**config.mk**
```make
export PLATFORM = sky130hd
export DESIGN_NAME = tcrit_hysteresis_and_id_regs
export DESIGN_NICKNAME = d
export VERILOG_FILES = /design/src/hw/tcrit_hysteresis_and_id_regs.v
export VERILOG_INCLUDE_DIRS = /design/src /design/src/pkg
export SDC_FILE = /design/constraint.sdc
export NUM_CORES = 1
export LEC_CHECK = 0
export ABC_AREA = 1
export ABC_CLOCK_PERIOD_IN_PS = 5600
export BUFFER_PORTS_ARGS = -buffer_cell sky130_fd_sc_hd__clkbuf_2
export CAP_MARGIN = 20
export CORE_AREA = 3 3 157 159
export DETAILED_ROUTE_END_ITERATION = 8
export DIE_AREA = 0 0 160 162
export GPL_TIMING_DRIVEN = 0
export PLACE_DENSITY = 0.78
export SLEW_MARGIN = 30
export SYNTH_ARGS = -nofsm -noshare
export SYNTH_HDL_FRONTEND = slang
export SYNTH_SLANG_ARGS = --single-unit
```
**constraint.sdc**
```tcl
create_clock -name ref_clk_i -period 5.6 [get_ports ref_clk_i]
set_clock_uncertainty 0.1 [all_clocks]
set_input_delay 1.12 -clock ref_clk_i [delete_from_list [all_inputs] [get_ports ref_clk_i]]
set_output_delay 1.12 -clock ref_clk_i [all_outputs]
set_load 0.05 [all_outputs]
```
**src/pkg/tcrit_hyst_id_defines.vh**
```
// Command bytes, field layouts and reset values of the hysteresis/ID bank
`ifndef TCRIT_HYST_ID_DEFINES_VH
`define TCRIT_HYST_ID_DEFINES_VH
`define CMD_COMMON_LIMIT_HYSTERESIS 8'h5A
`define CMD_MAKER_IDENTIFIER 8'hFE
`define CMD_SILICON_REVISION 8'hFF
`define HYST_FIELD_MSB 4
`define HYST_FIELD_W 5
`define HYST_RESET 5'h0A
`define NUM_CHANNELS 5
`define NUM_OUTPUTS 3
`define TEMP_W 8
`define READ_IDLE 8'h00
`endif

```
**src/hw/tcrit_hysteresis_and_id_regs.v**
```verilog
// Common hysteresis and identification registers with critical outputs
`timescale 1ns/1ps
`include "tcrit_hyst_id_defines.vh"

// Limits, masks and temperatures arrive as plain inputs; the registers
// that hold them live elsewhere. Reads of unused commands return zero.
// A write and a read in one cycle: the read returns the old value.
// Identity codes are parameters so a new revision needs no code change.

module tcrit_hysteresis_and_id_regs #(
    // Arbitrary neutral identity values
    parameter [7:0] MAKER_CODE = 8'h5C,
    parameter [7:0] REVISION_CODE = 8'h2D
) (
    // Clock and reset
    input wire ref_clk_i,
    input wire rst_i,
    // Host register access
    input wire [7:0] cmd_i,
    input wire wr_en_i,
    input wire [7:0] wr_data_i,
    input wire rd_en_i,
    // Temperatures and limits, one byte per channel
    input wire [`NUM_CHANNELS*`TEMP_W-1:0] temp_i,
    input wire [`NUM_CHANNELS*`TEMP_W-1:0] limit_a_i,
    input wire [`NUM_CHANNELS*`TEMP_W-1:0] limit_b_i,
    input wire [`NUM_CHANNELS*`TEMP_W-1:0] limit_c_i,
    // Event masks, one bit per channel
    input wire [`NUM_CHANNELS-1:0] event_mask_a_i,
    input wire [`NUM_CHANNELS-1:0] event_mask_b_i,
    input wire [`NUM_CHANNELS-1:0] event_mask_c_i,
    // Read answer
    output reg [7:0] rd_data_o,
    output reg rd_valid_o,
    // Per-channel event state and critical pins
    output reg [`NUM_CHANNELS-1:0] event_a_o,
    output reg [`NUM_CHANNELS-1:0] event_b_o,
    output reg [`NUM_CHANNELS-1:0] event_c_o,
    output reg critical_out_a_o,
    output reg critical_out_b_o,
    output reg critical_out_c_o
);

    // ****************************************************************
    // Register file
    // ****************************************************************
    reg [`HYST_FIELD_W-1:0] hysteresis;
    reg [7:0] next_rd_data;
    wire hyst_write;

    // Only the hysteresis command stores anything; other writes fall away
    assign hyst_write = wr_en_i && (cmd_i == `CMD_COMMON_LIMIT_HYSTERESIS);

    always @(posedge ref_clk_i or posedge rst_i) begin
        if (rst_i) begin
            hysteresis <= `HYST_RESET;
        end else if (hyst_write) begin
            hysteresis <= wr_data_i[`HYST_FIELD_MSB:0];
        end
    end

    // ****************************************************************
    // Read decode
    // ****************************************************************
    // Writes to the identifier commands fall through untouched
    always @* begin
        next_rd_data = `READ_IDLE;
        if (cmd_i == `CMD_COMMON_LIMIT_HYSTERESIS) begin
            next_rd_data = {3'h0, hysteresis};
        end else if (cmd_i == `CMD_MAKER_IDENTIFIER) begin
            next_rd_data = MAKER_CODE;
        end else if (cmd_i == `CMD_SILICON_REVISION) begin
            next_rd_data = REVISION_CODE;
        end
    end

    always @(posedge ref_clk_i or posedge rst_i) begin
        if (rst_i) begin
            rd_data_o <= `READ_IDLE;
        end else if (rd_en_i) begin
            // Data holds between reads so a slow host can fetch it late
            rd_data_o <= next_rd_data;
        end
    end

    // ****************************************************************
    // Read valid pulse
    // ****************************************************************
    // Valid copies the read strobe one edge later and stays high as long as the strobe does
    always @(posedge ref_clk_i or posedge rst_i) begin
        if (rst_i) begin
            rd_valid_o <= 1'b0;
        end else begin
            rd_valid_o <= rd_en_i;
        end
    end

    // ****************************************************************
    // Per-channel error events with hysteresis
    // ****************************************************************
    wire [`NUM_CHANNELS-1:0] next_event_a;
    wire [`NUM_CHANNELS-1:0] next_event_b;
    wire [`NUM_CHANNELS-1:0] next_event_c;

    // Each event trips above its limit and, once set, holds until the
    // temperature drops to the limit minus the common hysteresis.
    // One hysteresis value is shared by every channel and every pin.
    // Release is compared at 9 bits so a small limit never wraps below zero
    function trip;
        input [`TEMP_W-1:0] temp;
        input [`TEMP_W-1:0] limit;
        input [`HYST_FIELD_W-1:0] hyst;
        input active;
        reg [`TEMP_W:0] release_lvl;
        begin
            release_lvl = {1'b0, limit} - {4'h0, hyst};
            if (active) begin
                trip = ({1'b0, temp} > release_lvl) ||
                       release_lvl[`TEMP_W];
            end else begin
                trip = temp > limit;
            end
        end
    endfunction

    // ****************************************************************
    // Trip and release per channel
    // ****************************************************************
    genvar ch;
    generate
        for (ch = 0; ch < `NUM_CHANNELS; ch = ch + 1) begin : g_chan
            wire [`TEMP_W-1:0] temp_ch;
            assign temp_ch = temp_i[ch*`TEMP_W +: `TEMP_W];
            assign next_event_a[ch] = trip(temp_ch,
                limit_a_i[ch*`TEMP_W +: `TEMP_W], hysteresis, event_a_o[ch]);
            assign next_event_b[ch] = trip(temp_ch,
                limit_b_i[ch*`TEMP_W +: `TEMP_W], hysteresis, event_b_o[ch]);
            assign next_event_c[ch] = trip(temp_ch,
                limit_c_i[ch*`TEMP_W +: `TEMP_W], hysteresis, event_c_o[ch]);
        end
    endgenerate

    // ****************************************************************
    // Unmasked events per output pin
    // ****************************************************************
    // A masked channel still keeps its event state for the host
    wire [`NUM_CHANNELS-1:0] pass_a;
    wire [`NUM_CHANNELS-1:0] pass_b;
    wire [`NUM_CHANNELS-1:0] pass_c;

    assign pass_a = next_event_a & ~event_mask_a_i;
    assign pass_b = next_event_b & ~event_mask_b_i;
    assign pass_c = next_event_c & ~event_mask_c_i;

    // ****************************************************************
    // Output a: events and critical pin
    // ****************************************************************
    always @(posedge ref_clk_i or posedge rst_i) begin
        if (rst_i) begin
            event_a_o <= {`NUM_CHANNELS{1'b0}};
            critical_out_a_o <= 1'b0;
        end else begin
            event_a_o <= next_event_a;
            // Pin moves on the same edge as the event it reflects
            critical_out_a_o <= |pass_a;
        end
    end

    // ****************************************************************
    // Output b: events and critical pin
    // ****************************************************************
    always @(posedge ref_clk_i or posedge rst_i) begin
        if (rst_i) begin
            event_b_o <= {`NUM_CHANNELS{1'b0}};
            critical_out_b_o <= 1'b0;
        end else begin
            event_b_o <= next_event_b;
            critical_out_b_o <= |pass_b;
        end
    end

    // ****************************************************************
    // Output c: events and critical pin
    // ****************************************************************
    always @(posedge ref_clk_i or posedge rst_i) begin
        if (rst_i) begin
            event_c_o <= {`NUM_CHANNELS{1'b0}};
            critical_out_c_o <= 1'b0;
        end else begin
            event_c_o <= next_event_c;
            critical_out_c_o <= |pass_c;
        end
    end

endmodule // tcrit_hysteresis_and_id_regs

```
==> results.txt, run 1 <==
----------------------------------------------------
[Outcome]
  Outcome ... finished, final reports clean

[Layout]
  Layout cells sized above 1 ... roughly 14%
  Syn-to-layout area delta ... 16.2%
  Area occupied by multi-input gates ... 8580 um^2
  Fin nets ... around 2300
  Fill cell instance count of the final layout ... around 2300
  Sequential cell area in the final layout ... 779 um^2

[Power and ir drop]
  Pleak ... roughly 7.3 nW
  Pwr per Cell Area ... roughly 180 nW/um^2
  IR Drop Worst-Case VDD ... roughly 0.12 mV

[GRT]
  Antenna violations before repair ... 1
  Wire length of the first global-routing pass ... about 48000 um
  Residual overflow from global routing ... 0
  Maximum number of pins on one net before global-route repair ... 24
  Via count of the first global-routing pass ... 10400
  Total Routing Usage GR ... between 20% and 30%

[Synthesis]
  List of most frequent post-synthesis cells ... 322 x sky130_fd_sc_hd__nand2_1, 315 x sky130_fd_sc_hd__ha_1, 280 x sky130_fd_sc_hd__inv_1, 148 x sky130_fd_sc_hd__a21oi_1, 104 x sky130_fd_sc_hd__nor2_1
  Synthesized cell area ... ~10000 um^2
  Syn Inst Count ... roughly 1500
  Largest area contributor in the netlist ... sky130_fd_sc_hd__ha_1
  Synth warn ... 0
  Unique masters post-synth ... 34
  Part of the Yosys area used for sequential elements ... 7.47%
  Dominant register cell in the synthesized netlist ... sky130_fd_sc_hd__dfrtp_1
  Most frequent cell after synthesis ... sky130_fd_sc_hd__nand2_1
  Leading post-synthesis cells by cell area ... sky130_fd_sc_hd__ha_1 38%, sky130_fd_sc_hd__nand2_1 12%, sky130_fd_sc_hd__inv_1 10%
  Register bit total from synthesis ... 31
  Proportion of netlist area held by the largest area contributor ... roughly 38%
  Net count of the mapped netlist ... 2040
  Synth async-reset ratio ... between 90% and 100%
  Post-Synthesis Mean Instance Area ... just under 7 um^2
  Number of flops mapped to enable cells by yosys ... 0

[STA]
  Period Utilization, post-route ... a little over 70%
  Setup TNS Final ... 0 ps
  Clock period minus worst slack ... between 4000 and 5000 ps
  Pin slew with the least headroom to its limit ... ~710 ps
  Final number of max-transition violations ... 0
  Tightest slew margin relative to the limit ... approximately 53%
  Final setup violation count ... 0
  Upper clock frequency limit ... roughly 250 MHz
  Final worst setup slack ... 1540 ps
  Final Hold Vio Count ... 0
  Unrepaired setup endpoints after global routing ... false

[Setup path]
  CP dominant cell by count ... sky130_fd_sc_hd__nand2_1
  Beginning of the critical path ... hysteresis[1]
  Worst EP required ... ~5700 ps
  Endpoint type of the worst setup path ... flop
  Setup crit start kind ... flop
  Critical path fanouts, max ... 19
  Max incr delay on CP ... 1000 ps
  Highest-delay cell along the critical path ... sky130_fd_sc_hd__dfstp_2
  Cell family with the largest share of critical-path delay ... simple AND/OR/NAND/NOR gates
  Worst Path Arrival ... 4130 ps
  Type of the setup path with the least slack ... reg2reg
  Combined buffer and inverter count along the critical path ... 2
  CP cell instances ... inv_2 > ha_1 > nand2_1 > o21ai_0 > a21oi_1 > nor2_1 > nor2_1 > xor2_1 > ha_1 > nand2_1 > inv_1 > nand2_1 > nand2_1 > nand2_1 > nand2_1 > nand2_1 > nand2_1 > nand3_1 > nand2_1 > nor2_1 > nand2_1
  Critical R2R Launch ... hysteresis[1]

[Detailed routing]
  Initial DRC count ... approximately 520
  Drt drc ... 0
  Number of vias after detailed routing ... between 10000 and 15000
  DRT antenna net count ... 0
  Average via count per standard cell ... 5.15
  Total routed wirelength ... about 30000 um
  Routed len/inst ... about 14 um
  Total iterations of the first detailed-routing run ... 5

[Clock network]
  Post-CTS setup-driven buffer insertion count ... 0
  Longest Clk Path Bufs ... 2
  Insertion delay of the later-clocked pin in the worst-skew pair ... between 200 and 300 ps
  Number of clock sinks ... 31
  Cts-stage hold buffer count ... 0
  CTS H-tree depth ... 2
  Root buf cell ... sky130_fd_sc_hd__clkbuf_16
  CTS-repair resized insts ... 0
  Clk pin slew, worst setup/hold paths ... ~70 ps
  Inserted Clock Buffers ... 5
  Clock tree from TritonCTS ... done

[Floorplanning]
  Die H ... 162 um
  Total Die Area ... between 20000 and 30000 um^2
  Floorplan row count ... 56
  Initial cell density of the core ... between 40 and 50%
  Top-Level Pins ... between 200 and 250
  Core area ... about 23000 um^2
  Die outline width ... roughly 160 um

[Placed design]
  Placer's final routability congestion estimate ... a little over 0.9
  Worst slack after detailed placement ... between 1000 and 1500 ps
  Placed wire-length estimate ... approximately 25000 um
  I/O Buffers ... 217

[Hold path]
  Worst Hold Launch ... rd_data_o[1]
  Hold crit path type ... reg2reg

[Run]
  Number of violations of the max-capacitance limit ... 0

----------------------------------------------------
==> power by group <==
part	leakage, nW	switching, mW	internal (mW)
Sequential	0.359	0.0575	0.293
Combinational	6.87	0.931	0.508
Clock	0.0869	0.126	0.222
==> cells in the final DEF (no fill, tap or decap), types with 2 or more instances in the layout <==
cell / count
sky130_fd_sc_hd__nand2_1: 322
sky130_fd_sc_hd__ha_1: 315
sky130_fd_sc_hd__inv_1: 275
sky130_fd_sc_hd__clkbuf_2: 217
sky130_fd_sc_hd__a21oi_1: 148
sky130_fd_sc_hd__nor2_1: 104
sky130_fd_sc_hd__xor2_1: 62
sky130_fd_sc_hd__nand3_1: 60
sky130_fd_sc_hd__o21ai_0: 49
sky130_fd_sc_hd__dfrtp_1: 28
sky130_fd_sc_hd__nand4_1: 22
sky130_fd_sc_hd__xnor2_1: 20
sky130_fd_sc_hd__nor3_1: 15
sky130_fd_sc_hd__fa_1: 15
sky130_fd_sc_hd__and2_1: 11
sky130_fd_sc_hd__nand3b_1: 10
sky130_fd_sc_hd__o211ai_1: 9
sky130_fd_sc_hd__a21boi_0: 8
sky130_fd_sc_hd__inv_2: 6
sky130_fd_sc_hd__a21o_1: 6
sky130_fd_sc_hd__o21ai_2: 5
sky130_fd_sc_hd__clkbuf_16: 5
sky130_fd_sc_hd__a31oi_1: 4
sky130_fd_sc_hd__o21ai_1: 3
sky130_fd_sc_hd__nand2_2: 2
sky130_fd_sc_hd__o21a_1: 2
sky130_fd_sc_hd__o21bai_1: 2
sky130_fd_sc_hd__or2_2: 2
sky130_fd_sc_hd__dfstp_2: 2
==> sequential cells by signal, indices dropped and copies added (netlist names) <==
signal and count:
critical_out_a_o 1, event_c_o 5, hysteresis 5, rd_data_o 7, event_b_o 5, rd_valid_o 1, event_a_o 5, critical_out_c_o 1
critical_out_b_o 1
==> stage by stage <==
stage               instances  hold WS [ps]  area (um^2)  power, mW  utilization, %
global route             2061           427        12100       2.36            51.7
detailed placement       2052           375        11900       1.80            51.0
global placement         2051           385        11900       1.74            50.9
floorplan                1515           407        10400       1.37               -
finish                   2061           396        12100       2.14            51.7
CTS                      2060           395        12100       2.16            51.7
==> final timing paths <==
path	to	slack, ps	cells past startpoint
max in group asynchronous	hysteresis[3]	4230	3
max	critical_out_c_o	1540	21
max reg2reg	critical_out_c_o	1540	21
min reg2reg	rd_data_o[1]	400	2
min	rd_data_o[1]	400	2
min in group asynchronous	event_c_o[1]	660	2
==> cell type report <==
cell class              instances  area share, %
repair buffers                218           9.14
plain buffers                   1         0.0620
inverters                     281           8.72
well taps                     319           3.30
diodes                          1         0.0207
clock buffers                   6           1.15
clock inverters                 2          0.289
multi-input cells            1202           70.9
flip-flops and latches         31           6.44
==> worst reg2reg max path: stages, from the launching register on <==
cell and delay (ps):
sky130_fd_sc_hd__dfstp_2 1000, sky130_fd_sc_hd__inv_2 480, sky130_fd_sc_hd__ha_1 420, sky130_fd_sc_hd__nand2_1 50, sky130_fd_sc_hd__o21ai_0 290, sky130_fd_sc_hd__a21oi_1 110
sky130_fd_sc_hd__nor2_1 110, sky130_fd_sc_hd__nor2_1 70, sky130_fd_sc_hd__xor2_1 140, sky130_fd_sc_hd__ha_1 280, sky130_fd_sc_hd__nand2_1 60, sky130_fd_sc_hd__inv_1 50
sky130_fd_sc_hd__nand2_1 60, sky130_fd_sc_hd__nand2_1 50, sky130_fd_sc_hd__nand2_1 60, sky130_fd_sc_hd__nand2_1 50, sky130_fd_sc_hd__nand2_1 50, sky130_fd_sc_hd__nand2_1 50
sky130_fd_sc_hd__nand3_1 110, sky130_fd_sc_hd__nand2_1 60, sky130_fd_sc_hd__nor2_1 230, sky130_fd_sc_hd__nand2_1 90
==> cell families after synthesis <==
group                      synth area share (%)
xor gates and xnor gates                   6.89
muxes                                     0.144
buffers and inverters                      10.2
AOI/OAI and AO/OA                          12.3
adders and majority gates                  40.7
other                                    0.0360
and+or+nand+nor                            22.3
DFF                                        7.47
==> metal layers <==
layer | global-route usage, % | vias up | wire (um)
met5 | 0 | - | 0
met4 | 8.72 | 0 | 1250
met3 | 1.94 | 80 | 1490
met2 | 39.6 | 294 | 13700
met1 | 28.6 | 4785 | 13300
li1 | - | 5448 | -
(Power assumes the default switching activity.)
==> run 2, diff against run 1 <==
ABC_CLOCK_PERIOD_IN_PS = 3300   (was 5600)
PLACE_DENSITY = 0.8   (was 0.78)
clock period = 3.3 ns   (was 5.6 ns; I/O delays follow)
==> run 2 against run 1 <==
  * The run now ends with negative setup slack left
  * Count of clock-buffer cells in the layout unchanged
  * Non-clock buffer count rose by 10
  * Wire length rose by 2.3%
  * Clock power rose by 66%
  * Via count about the same
==> results.txt, run 2 (synthesis results as in run 1) <==
----------------------------------------------------
[Outcome]
  Outcome ... complete, but fails checks
  Violated checks ... negative setup slack

[Clock network]
  Inserted Clock Buffers ... 5 (unchanged)
  Clk pin slew, worst setup/hold paths ... 70 ps (about the same)
  Number of clock sinks ... 31 (unchanged)
  Insertion delay of the later-clocked pin in the worst-skew pair ... 290 ps (about the same)
  CTS H-tree depth ... 2 (unchanged)
  Clock tree from TritonCTS ... done
  Root buf cell ... sky130_fd_sc_hd__clkbuf_16
  Longest Clk Path Bufs ... 2 (unchanged)

[Detailed routing]
  Total iterations of the first detailed-routing run ... 7 (+2)
  Routed len/inst ... 14.7 um (+1.8%)
  DRT antenna net count ... 0 (unchanged)
  Initial DRC count ... 535 (+2.1%)
  Number of vias after detailed routing ... 10600 (+0.057%)
  Average via count per standard cell ... 5.12 (-0.47%)
  Drt drc ... 0 (unchanged)
  Total routed wirelength ... 30400 um (+2.3%)

[Layout]
  Flip-flop count of the largest register, all copies and words added ... 7 (unchanged)
  Layout cells sized above 1 ... 15.6% (+1.3 points)
  Most common cell after layout, fill and taps aside ... sky130_fd_sc_hd__nand2_1
  Final std cells w/o fill ... 2072 (+0.53%)
  Final cell area excluding filler cells ... 12300 um^2 (+1.7%)
  Area occupied by multi-input gates ... 8650 um^2 (+0.83%)
  Syn-to-layout area delta ... 18.2%
  Register with the most flip-flops ... rd_data_o
  Post-layout utilization of the core ... 52.6% (+0.90 points)
  Fill cell instance count of the final layout ... 2357 (+0.43%)
  Most frequent cells in the layout ... 320 x sky130_fd_sc_hd__nand2_1, 313 x sky130_fd_sc_hd__ha_1, 275 x sky130_fd_sc_hd__inv_1, 217 x sky130_fd_sc_hd__clkbuf_2, 146 x sky130_fd_sc_hd__a21oi_1
  Sequential cell area in the final layout ... 786 um^2 (+0.80%)
  Fin nets ... 2275 (+0.44%)

[Setup path]
  Max incr delay on CP ... 650 ps (-350 ps)
  Worst Path Arrival ... 3380 ps (-750 ps)
  Endpoint type of the worst setup path ... flop
  CP dominant cell by count ... sky130_fd_sc_hd__nand2_1
  Highest-delay cell along the critical path ... sky130_fd_sc_hd__dfstp_4
  Worst EP required ... 3370 ps (-2300 ps)
  Type of the setup path with the least slack ... reg2reg
  CP cell instances ... clkinvlp_4 > buf_12 > fa_1 > nand3_1 > nand2_1 > nand2_1 > nand2_1 > nor2_1 > nor2_1 > ha_1 > a21o_1 > a21oi_1 > nand2_1 > nand2_1 > nand3_1 > nand2_1 > nor2_1 > nor2_1 > nand2_1
  Setup crit start kind ... flop
  Critical path fanouts, max ... 12 (-7)

[GRT]
  Via count of the first global-routing pass ... 10300 (-0.62%)
  Antenna violations before repair ... 3 (+2)
  Total Routing Usage GR ... 22.8% (+0.30 points)
  Wire length of the first global-routing pass ... 48400 um (+0.42%)
  Residual overflow from global routing ... 0 (unchanged)
  Maximum number of pins on one net before global-route repair ... 26 (+8.3%)

[Floorplanning]
  Die outline width ... 160 um (unchanged)
  Floorplan row count ... 56 (unchanged)
  Core area ... 23400 um^2 (unchanged)
  Top-Level Pins ... 222 (unchanged)
  Die H ... 162 um (unchanged)
  Initial cell density of the core ... 44.5% (unchanged)
  Total Die Area ... 25900 um^2 (unchanged)

[Power and ir drop]
  IR Drop Worst-Case VDD ... 0.208 mV (+66%)
  Pwr per Cell Area ... 298 nW/um^2 (+69%)
  Overall Power ... 3.67 mW (+71%)
  Pleak ... 7.38 nW (+0.84%)

[Placed design]
  I/O Buffers ... 217 (unchanged)
  Inst Count DP ... 2052 (unchanged)
  Placed wire-length estimate ... 25000 um (about the same)
  Placer's final routability congestion estimate ... 0.897 (-2.1%)
  Placed cell area ... 11900 um^2 (+0.18%)
  Worst slack after detailed placement ... -935 ps (-2410 ps)

[Hold path]
  Hold crit path type ... in2async

[STA]
  Final Hold Vio Count ... 0 (unchanged)
  Final setup violation count ... 1 (+1)
  Clock period minus worst slack ... 3310 ps (-755 ps)
  Final number of max-transition violations ... 0 (unchanged)
  Unrepaired setup endpoints after global routing ... true
  Worst hold slack ... 173 ps (-223 ps)
  Tightest slew margin relative to the limit ... 59.4% (+6.7 points)
  Upper clock frequency limit ... 302 MHz (+23%)
  Period Utilization, post-route ... 100% (+28 points)
  Setup TNS Final ... -8.32 ps (-8.32 ps)
  Final worst setup slack ... -8.32 ps (-1540 ps)
  Pin slew with the least headroom to its limit ... 608 ps (-102 ps)

[Run]
  Number of violations of the max-capacitance limit ... 0 (unchanged)

----------------------------------------------------
run 2: path summary, 6_finish.rpt:
path	from	to	slack [ps]	depth (start not counted)
max	hysteresis[1]	critical_out_b_o	-8	19
max reg2reg	hysteresis[1]	critical_out_b_o	-8	19
min	rst_i	event_c_o[1]	170	2
min reg2reg	rd_data_o[1]	rd_data_o[1]	390	2
min in group ref_clk_i	rd_data_o[1]	rd_data_o[1]	390	2
max in group asynchronous	rst_i	hysteresis[3]	2420	3
run 2: repair_timing:
item | in CTS | in global routing
hold buffers | 0 | 0
pin swaps | 2 | 7
buffers inserted | 6 | 4
setup endpoints to repair | 18 | 8
resized for setup | 11 | 19
run 2: final cells by class:
type	count	area share, %
multi-input cells	1202	70.2
repair buffers	228	9.98
inverters	281	8.64
flip-flops and latches	31	6.38
well taps	319	3.24
clock buffers	6	1.13
clock inverters	2	0.285
plain buffers	1	0.0610
diodes	2	0.0406
run 2: power by group:
| part | switching (mW) | leakage (nW) | internal, mW |
|---|---|---|---|
| Clock | 0.203 | 0.0869 | 0.376 |
| Combinational | 1.61 | 6.93 | 0.885 |
| Sequential | 0.0905 | 0.359 | 0.499 |
run 2: per-layer routing:
metal / routed length [um] / GRT usage (%) / vias to the layer above
li1: - / - / 5490
met1: 13200 / 28.5 / 4761
met2: 14500 / 40.4 / 300
met3: 1590 / 2.68 / 60
met4: 993 / 8.13 / 2
met5: 9 / 0 / -
run 2: worst max-delay path: cells and delay by family (launching register included):
kind / cells / cell delay, ps
adder cells (fa/ha/maj): 2 / 720
flip-flops: 1 / 650
buffers and inverters: 2 / 290
AO/OA/AOI/OAI: 2 / 340
AND/OR/NAND/NOR: 13 / 1060
